**src/crd_pkg.sv**
```systemverilog
package crd_pkg;

	// stages in each reset release synchroniser
	localparam int CRD_SYNC_STAGES = 2;

	// reset value of the captured byte-order strap (0 = big endian)
	localparam logic CRD_ENDIAN_RESET = 1'h0;

	// reset value of the power-up flag; a block reset counts as power-up
	localparam logic CRD_POWER_UP_RESET = 1'h1;

	// reset-state output levels
	localparam logic CRD_RST_ASSERTED = 1'h0;

	// active level of each reset source at the block's inputs
	localparam logic CRD_MST_ACTIVE = 1'h0;
	localparam logic CRD_POR_ACTIVE = 1'h1;
	localparam logic CRD_WDT_ACTIVE = 1'h1;

	// strap level that selects little-endian chip-select space
	localparam logic CRD_STRAP_LITTLE = 1'h1;

endpackage

```
**src/crd_reset_ctrl.sv**
```systemverilog
`timescale 1ns/1ps
// Overview of operation
// RULE1: master reset low resets every module except reset and clock control.
// RULE2: an active-low reset output is driven from the watchdog reset path.
// RULE3: power-on, master reset or watchdog time-out each assert reset out.
// RULE4: power-on reset input is active high, flags a fresh power-up.
// RULE5: strap high during reset selects little-endian chip-select space.
// RULE6: each asynchronous source is release-synchronised before reset ends.
module crd_reset_ctrl
	import crd_pkg::*;
(
	// system clock and the block's own reset
	input  wire logic clock,
	input  wire logic rst_n,
	// reset sources
	input  wire logic master_reset_n,
	input  wire logic power_on_reset,
	input  wire logic wdog_timeout,
	// byte-order strap
	input  wire logic endian_strap,
	// reset outputs
	output logic      module_reset_n,
	output logic      reset_out_n,
	output logic      power_up_flag,
	output logic      cs_little_endian
);

	// width of every synchroniser chain
	typedef logic [CRD_SYNC_STAGES-1:0] crd_sync_type;

	// shift one level in; the top stage is the oldest sample
	function automatic crd_sync_type crd_shift(
		input crd_sync_type q,
		input logic         d
	);
		crd_sync_type nxt;
		nxt = {q[CRD_SYNC_STAGES-2:0], d};
		return nxt;
	endfunction

	// a chain counts as settled once its last stage shows the level
	function automatic logic crd_sync_last(
		input crd_sync_type q
	);
		logic last;
		last = q[CRD_SYNC_STAGES-1];
		return last;
	endfunction

	// true while an input sits at its active level, whatever its polarity
	function automatic logic crd_src_active(
		input logic level,
		input logic active_level
	);
		logic active;
		active = (level == active_level);
		return active;
	endfunction

	// strap level to byte order
	function automatic logic crd_strap_little(
		input logic level
	);
		logic little;
		little = (level == CRD_STRAP_LITTLE);
		return little;
	endfunction

	// synchroniser chains, one per asynchronous input
	crd_sync_type mst_sync_q;
	crd_sync_type por_sync_q;
	crd_sync_type wdt_sync_q;
	crd_sync_type strap_sync_q;

	// reset output flops
	logic         module_reset_n_q;
	logic         reset_out_n_q;

	// status output flops
	logic         power_up_q;
	logic         endian_q;

	// next values of the reset flops
	logic         module_reset_n_d;
	logic         reset_out_n_d;

	// next values of the status flops
	logic         power_up_d;
	logic         endian_d;

	// sources normalised to active high
	logic         mst_active;
	logic         por_active;
	logic         wdt_active;

	// clear terms of the synchroniser chains
	logic         mst_clr_n;
	logic         por_clr_n;
	logic         wdt_clr_n;

	// sources still held after synchronisation
	logic         mst_held;
	logic         por_held;
	logic         wdt_held;
	logic         in_reset;

	// strap decode and the window in which it is followed
	logic         strap_little;
	logic         strap_window;

	// polarity of each source folded away here, once
	assign mst_active = crd_src_active(master_reset_n, CRD_MST_ACTIVE);
	assign por_active = crd_src_active(power_on_reset, CRD_POR_ACTIVE);
	assign wdt_active = crd_src_active(wdog_timeout, CRD_WDT_ACTIVE);

	// block reset or an active source clears that source's chain at once
	assign mst_clr_n = rst_n & ~mst_active;  // RULE1
	assign por_clr_n = rst_n & ~por_active;  // RULE4
	assign wdt_clr_n = rst_n & ~wdt_active;  // RULE3

	// master reset release; assertion stays asynchronous
	always_ff @(posedge clock or negedge mst_clr_n) begin
		if (!mst_clr_n) begin
			mst_sync_q <= '0;
		end else begin
			mst_sync_q <= crd_shift(mst_sync_q, 1'h1);  // RULE6
		end
	end

	// power-on reset release
	always_ff @(posedge clock or negedge por_clr_n) begin
		if (!por_clr_n) begin
			por_sync_q <= '0;
		end else begin
			por_sync_q <= crd_shift(por_sync_q, 1'h1);  // RULE6
		end
	end

	// watchdog time-out release
	always_ff @(posedge clock or negedge wdt_clr_n) begin
		if (!wdt_clr_n) begin
			wdt_sync_q <= '0;
		end else begin
			wdt_sync_q <= crd_shift(wdt_sync_q, 1'h1);  // RULE6
		end
	end

	// strap crosses in from a pin, two flops before use
	always_ff @(posedge clock or negedge rst_n) begin
		if (!rst_n) begin
			strap_sync_q <= '0;
		end else begin
			strap_sync_q <= crd_shift(strap_sync_q, endian_strap);
		end
	end

	// a source stays held until its chain has run through
	assign mst_held = ~crd_sync_last(mst_sync_q);  // RULE1
	assign por_held = ~crd_sync_last(por_sync_q);  // RULE4
	assign wdt_held = ~crd_sync_last(wdt_sync_q);  // RULE3

	// any source still held keeps everyone in reset
	assign in_reset = mst_held | por_held | wdt_held;  // RULE3

	// followed through the release edge too, so a short reset still lands
	assign strap_window = (module_reset_n_q == CRD_RST_ASSERTED);  // RULE5
	assign strap_little = crd_strap_little(crd_sync_last(strap_sync_q));

	// both resets share one decode, so they leave on the same edge
	assign module_reset_n_d = ~in_reset;  // RULE1
	assign reset_out_n_d    = ~in_reset;  // RULE2

	// set wins while power-on is pending; cleared only as reset ends
	assign power_up_d = por_held | (power_up_q & in_reset);  // RULE4

	// byte order frozen once the block is running
	assign endian_d = strap_window ? strap_little : endian_q;  // RULE5

	// reset to all modules except this block and clock control
	always_ff @(posedge clock or negedge rst_n) begin
		if (!rst_n) begin
			module_reset_n_q <= CRD_RST_ASSERTED;
		end else begin
			module_reset_n_q <= module_reset_n_d;  // RULE1
		end
	end

	// reset pin, driven on the same edge as the module reset
	always_ff @(posedge clock or negedge rst_n) begin
		if (!rst_n) begin
			reset_out_n_q <= CRD_RST_ASSERTED;
		end else begin
			reset_out_n_q <= reset_out_n_d;  // RULE2
		end
	end

	// power-up flag; any block reset counts as a fresh power-up
	always_ff @(posedge clock or negedge rst_n) begin
		if (!rst_n) begin
			power_up_q <= CRD_POWER_UP_RESET;
		end else begin
			power_up_q <= power_up_d;  // RULE4
		end
	end

	// captured byte order of the chip-select space
	always_ff @(posedge clock or negedge rst_n) begin
		if (!rst_n) begin
			endian_q <= CRD_ENDIAN_RESET;
		end else begin
			endian_q <= endian_d;  // RULE5
		end
	end

	// reset outputs straight from their flops
	assign module_reset_n   = module_reset_n_q;
	assign reset_out_n      = reset_out_n_q;

	// status outputs straight from their flops
	assign power_up_flag    = power_up_q;
	assign cs_little_endian = endian_q;

endmodule

```
**config.mk**
```make
export PLATFORM = sky130hd
export DESIGN_NAME = crd_reset_ctrl
export DESIGN_NICKNAME = d
export VERILOG_FILES = /design/src/crd_pkg.sv /design/src/crd_reset_ctrl.sv
export SDC_FILE = /design/constraint.sdc
export NUM_CORES = 1
export LEC_CHECK = 0
export BUFFER_PORTS_ARGS = -buffer_cell sky130_fd_sc_hd__clkbuf_2
export CORE_AREA = 2 2 39 41
export CTS_CLUSTER_DIAMETER = 150
export DETAILED_ROUTE_END_ITERATION = 6
export DIE_AREA = 0 0 41 43
export PLACE_DENSITY = 0.43
export SLEW_MARGIN = 20
export SYNTH_ARGS = -nofsm -noshare
export SYNTH_HDL_FRONTEND = slang
export SYNTH_SLANG_ARGS = --single-unit
```
**constraint.sdc**
```tcl
create_clock -name clock -period 1.1 [get_ports clock]
set_input_delay 0.11 -clock clock [delete_from_list [all_inputs] [get_ports clock]]
set_output_delay 0.11 -clock clock [all_outputs]
set_load 0.05 [all_outputs]
```
==> key figures, run 1 <==
GRT
  – Total GRT Usage: around 7.0%
  – Initial antenna violation count: 0
  – Vias in the first global route: about 210
  – Global-route wire length before repair: roughly 740 um
  – Largest net degree at the start of global routing: 9
  – Total grt overflow: 0

Worst setup path
  – Worst R2R Setup Slack: around 0.23 ns
  – Critical Path RT: between 0.9 and 1 ns
  – Worst r2r src: power_up_flag
  – WP depth: 1
  – Critical Path Max Stage Delay: 0.55 ns
  – Startpoint Class: flip-flop
  – Critical path startpoint: power_up_flag
  – Crit path DAT: 0.94 ns
  – CP Class: flip-flop to output port
  – Worst path bufs/invs: 1
  – Critical-path top delay cell: dfstp_2
  – RR Endpoint: power_up_flag
  – Worst-path maximum fanout: 2
  – CP endpoint: power_up_flag
  – Cell family with most CP delay: flip-flops
  – Worst-case reg-to-reg path depth: 2
  – Crit path capture type: output port
  – Cells along the critical path: buf_8

STA
  – Post-layout minimum cycle time: between 1 and 1.5 ns
  – Fmax achieved: roughly 950 MHz
  – Setup_tns: 0 ns
  – Period utilization: a little over nine tenths
  – Final setup viols: 0
  – RSZ-0062 raised after global routing: false
  – Max-slew violation count: 0
  – Post-Route Skew: approximately 0.0034 ns
  – Hold Fails Final Rpt: 0

Routing
  – Vias: ~210
  – # DRC: 0
  – Routed Antenna Nets: 0
  – Router iterations before antenna repair: 2
  – DRT Wirelength: approximately 470 um
  – Iteration-0 DRC Markers: 2
  – Via density: around 3.8
  – DR WL/cell: about 8.5 um

Layout
  – Post-Layout Inst Area: ~490 um2
  – Total Nets Final: between 40 and 50
  – # diodes: 0
  – FILL cells: 136
  – Fin cells: 55
  – Share of cells above drive strength 1: roughly 38%
  – Layout Area Growth over Synthesis: 44.3%

Floorplanning
  – Starting Density: between 20 and 25%
  – Die Ht: ~43 um
  – Chip width: around 41 um
  – Site Rows: 14
  – Die ar.: about 1800 um2
  – # IOs: 10
  – Core box area: about 1400 um2

Yosys
  – #FFs+latches synth: 11
  – Post-Syn Area: approximately 340 um2
  – Syn avg cell area: between 15 and 20 um2
  – Post-synth top area cell: dfrtp_1
  – Post-Synthesis Cells: 20
  – Ys Warns: 0
  – Top post-synthesis cells by area: dfrtp_1 73%, dfstp_2 7.7%, mux2_4 4.4%, nor2b_1 3.7%, a21bo_2 2.9%
  – Sequential fraction of the synthesis area: 81.0%
  – Synth cell types: 10
  – Top cell type's share of synthesized area: roughly three quarters

Power
  – PD cells: about 1600 nW/um2
  – PnR Total Power: between 0.7 and 0.8 mW
  – Leakage: approximately 0.25 nW
  – Worst VDD drop: between 600 and 700 uV

CTS
  – Worst-Skew Late Latency: between 0.2 and 0.3 ns
  – Maximum clock path buffer count: 2
  – Clock Root Buffer: clkbuf_4
  – H-tree depth: 1
  – Inserted Clock Buffers: 3
  – Clock Pin Slew Worst Setup and Hold Paths: around 0.060 ns
  – CTS tree: built
  – CTS Sinks: 11

Worst hold path
  – Hold crit path type: input port to asynchronous set/reset pin

Placement
  – RD Place Congestion: between 0.5 and 0.6
  – PortBufs: 9
  – Placed insts: 46
  – Post-DP Area: 407 um2

Job
  – Max-cap viol count: 0

Run status
  – Outcome: complete, no violations
cells by family after synthesis:
family / synth area share (%)
muxes: 4.39
DFF: 81.0
AOI/OAI and AO/OA: 2.93
and+or+nand+nor: 8.43
other: 1.10
buffers and inverters: 2.20
Yosys cell counts:
master / count
dfrtp_1: 10
nor2b_1: 2
a21bo_2: 1
and2_1: 1
and3_1: 1
buf_4: 1
conb_1: 1
dfstp_2: 1
mux2_4: 1
nand2_1: 1
power by group:
part	internal [mW]	switching, mW	total [mW]
registers	0.428	0.00925	0.437
clock network	0.140	0.114	0.254
logic	0.0388	0.0473	0.0861
how the worst min path moves through the flow:
| stage | end | slack, ns | depth (start not counted) |
|---|---|---|---|
| 2_1_floorplan | cs_little_endian | -0.19 | 0 |
| 3_3_place_gp | module_reset_n | -0.05 | 1 |
| 3_5_place_dp | module_reset_n | -0.05 | 1 |
| 4_1_cts | module_reset_n | 0.22 | 2 |
| 5_1_grt | module_reset_n | 0.23 | 2 |
| 6_report | module_reset_n | 0.23 | 2 |
registers in the layout, indices dropped and copies added, names as in the netlist:
| signal | count |
|---|---|
| wdt_sync_q | 2 |
| por_sync_q | 2 |
| mst_sync_q | 2 |
| power_up_flag | 1 |
| strap_sync_q | 2 |
| cs_little_endian | 1 |
| module_reset_n | 1 |
routing by layer:
layer	track usage (%)	vias to the layer above	share of wire (%)
met2	10.9	7	51
met4	4.00	0	0
met5	0	-	0
li1	-	99	-
met3	6.28	0	8.1
met1	5.12	103	40
cell type report:
| type | instances | area [um2] | area share (%) |
|---|---|---|---|
| sequential | 11 | 277 | 56.1 |
| multi-input combinational | 10 | 65.1 | 13.2 |
| clock buffer | 4 | 26.3 | 5.33 |
| timing repair buffer | 14 | 105 | 21.3 |
| tap | 16 | 20.0 | 4.06 |
per-stage QoR:
stage / setup slack, ns / utilization [%] / hold WS (ns)
after floorplan: 0.00567 / - / -0.186
after global placement: 0.224 / 29.4 / -0.0494
after detailed placement: 0.216 / 29.4 / -0.0493
after CTS: 0.00852 / 35.5 / 0.217
after global routing: 0.00342 / 35.6 / 0.228
final: 0.0453 / 35.6 / 0.226
layout by cell type (no fill, tap or decap):
cell type,instances
dfrtp_1,10
clkbuf_2,7
dlygate4sd3_1,5
clkbuf_4,3
conb_1,3
nor2b_1,2
and3_1,1
a21bo_2,1
nand2_1,1
and2_1,1
mux2_4,1
clkbuf_1,1
buf_2,1
buf_8,1
dfstp_2,1
worst register-to-register path, delay by kind of cell, from the launching register on:
family             cells  cell delay [ns]
DFF                    1             0.55
AOI/OAI and AO/OA      1             0.22
and+or+nand+nor        1             0.06
timing repair:
action | 4_1_cts | 5_1_grt
endpoints found under the hold margin | 12 | 0
endpoints found under the setup margin | 1 | 3
resized for setup | 2 | 2
setup buffers | 0 | 0
cloned | 0 | 0
hold buffers | 5 | 0
Note: power is estimated with default switching activity, not from simulation.
==> inputs of run 2 (changes only) <==
--- a/config.mk
+++ b/config.mk
@@ -10,7 +10,8 @@
 export CTS_CLUSTER_DIAMETER = 150
 export DETAILED_ROUTE_END_ITERATION = 6
 export DIE_AREA = 0 0 41 43
-export PLACE_DENSITY = 0.43
+export PLACE_DENSITY = 0.44
+export RECOVER_POWER = 50
 export SLEW_MARGIN = 20
 export SYNTH_ARGS = -nofsm -noshare
 export SYNTH_HDL_FRONTEND = slang
==> run 2 against run 1 <==
Net effect:
- first-iteration DRC count decreased by 100%
- wire length rose by 2.1%
- final cell count unchanged
- sequential power about the same
- via count shrank 4.3%
- highest routed layer unchanged
==> key figures, run 2 (synthesis results as in run 1) <==
Run status
  – Outcome: complete, no violations

STA
  – Period utilization: 95.5% (-0.39 points)
  – Fmax achieved: 952 MHz (+0.41%)
  – Hold Fails Final Rpt: 0 (unchanged)
  – Post-Route Skew: 0.000732 ns (-0.00268 ns)
  – Setup_tns: 0 ns (unchanged)
  – RSZ-0062 raised after global routing: false
  – Post-layout minimum cycle time: 1.05 ns (-0.00431 ns)
  – Hold_ws: 0.256 ns (+0.0295 ns)
  – Max-slew violation count: 0 (unchanged)
  – Final setup viols: 0 (unchanged)

Power
  – PnR Total Power: 0.783 mW (+0.75%)
  – Leakage: 0.243 nW (-1.8%)
  – PD cells: 1590 nW/um2 (+1.0%)
  – Worst VDD drop: 479 uV (-23%)

Floorplanning
  – Die Ht: 43 um (unchanged)
  – Starting Density: 24.7% (unchanged)
  – Core box area: 1380 um2 (unchanged)
  – # IOs: 10 (unchanged)
  – Die ar.: 1760 um2 (unchanged)
  – Site Rows: 14 (unchanged)
  – Chip width: 41 um (unchanged)

Worst setup path
  – Critical-path top delay cell: dfrtp_1
  – Cell family with most CP delay: flip-flops
  – Critical Path Max Stage Delay: 0.39 ns (-0.16 ns)
  – Worst path bufs/invs: 1 (unchanged)
  – Cells along the critical path: clkbuf_2
  – Worst-case reg-to-reg path depth: 2 (unchanged)
  – Worst-path maximum fanout: 3 (+1)
  – RR Endpoint: power_up_flag
  – Startpoint Class: flip-flop
  – Worst r2r src: power_up_flag
  – WP depth: 1 (unchanged)
  – Crit path DAT: 0.94 ns (about the same)
  – Critical Path RT: 0.99 ns (about the same)
  – Crit path capture type: output port
  – Worst R2R Setup Slack: 0.23 ns (about the same)
  – CP Class: flip-flop to output port

Worst hold path
  – Hold crit path type: input port to asynchronous set/reset pin

Layout
  – FILL cells: 135 (-0.74%)
  – Share of cells above drive strength 1: 35.9% (-2.6 points)
  – Commonest non-fill, non-tap cell in the layout: dfrtp_1
  – # diodes: 0 (unchanged)
  – Layout Area Growth over Synthesis: 44.0%
  – Fin cells: 55 (unchanged)
  – Total Nets Final: 46 (unchanged)
  – Fin util: 35.5% (-0.090 points)
  – Most frequent cells in the layout: 10 x dfrtp_1, 7 x clkbuf_2, 5 x dlygate4sd3_1

Routing
  – DRT Wirelength: 477 um (+2.1%)
  – # DRC: 0 (unchanged)
  – Router iterations before antenna repair: 1 (-1)
  – Routed Antenna Nets: 0 (unchanged)
  – Via density: 3.64 (-4.3%)
  – Iteration-0 DRC Markers: 0 (-2)
  – Vias: 200 (-4.3%)
  – DR WL/cell: 8.67 um (+2.1%)

CTS
  – Setup repair bufs after CTS: 0 (unchanged)
  – Inserted Clock Buffers: 3 (unchanged)
  – Clock Pin Slew Worst Setup and Hold Paths: 0.06 ns (about the same)
  – CTS Sinks: 11 (unchanged)
  – H-tree depth: 1 (unchanged)
  – Worst-Skew Late Latency: 0.26 ns (about the same)
  – Clock Root Buffer: clkbuf_4
  – Maximum clock path buffer count: 2 (unchanged)
  – CTS tree: built

Job
  – Max-cap viol count: 0 (unchanged)

Placement
  – RD Place Congestion: 0.560 (-5.8%)
  – PortBufs: 9 (unchanged)
  – Placed insts: 46 (unchanged)
  – Post-DP HPWL: 383 um

GRT
  – Total GRT Usage: 8.62% (+1.7 points)
  – Total grt overflow: 0 (unchanged)
  – Global-route wire length before repair: 897 um (+22%)
  – Vias in the first global route: 214 (+4.4%)
  – Largest net degree at the start of global routing: 9 (unchanged)
  – Initial antenna violation count: 0 (unchanged)
==> run 2: area by class of cell <==
class	instances	area (um2)	share of cell area, %
clock buffers	4	26.3	5.34
multi-input cells	10	65.1	13.2
repair buffers	14	104	21.1
flip-flops and latches	11	277	56.2
well taps	16	20.0	4.07
==> run 2: how the worst max path moves through the flow <==
| stage | startpoint | to | slack, ns |
|---|---|---|---|
| 2_1_floorplan | module_reset_n | cs_little_endian | 0.006 |
| 3_3_place_gp | power_up_flag | power_up_flag | 0.23 |
| 3_5_place_dp | power_up_flag | power_up_flag | 0.22 |
| 4_1_cts | power_up_flag | power_up_flag | 0.02 |
| 5_1_grt | module_reset_n | module_reset_n | 0.008 |
| 6_report | module_reset_n | module_reset_n | 0.05 |
==> run 2: what timing repair did <==
action                                 CTS  global route
pin swaps                                0             0
hold buffers                             5             0
setup endpoints to repair                1             1
endpoints found under the hold margin   12             0
gates resized for setup                  2             1
==> run 2: metrics by stage <==
| stage | setup WS, ns | area (um2) |
|---|---|---|
| 5_1_grt | 0.00807 | 492 |
| 6_report | 0.0496 | 492 |
| 2_1_floorplan | 0.00567 | 349 |
| 3_5_place_dp | 0.221 | 407 |
| 4_1_cts | 0.0170 | 492 |
| 3_3_place_gp | 0.225 | 407 |
==> run 2: where the power goes <==
| group | internal [mW] | switching [mW] |
|---|---|---|
| registers | 0.428 | 0.00927 |
| clock network | 0.140 | 0.121 |
| logic | 0.0381 | 0.0473 |
==> run 2: layer usage <==
metal	up-vias	part of all wire [%]	track usage, %
li1	95	-	-
met1	99	37	11.0
met2	6	53	8.75
met3	0	10	3.14
met4	0	0	12.0
met5	-	0	0
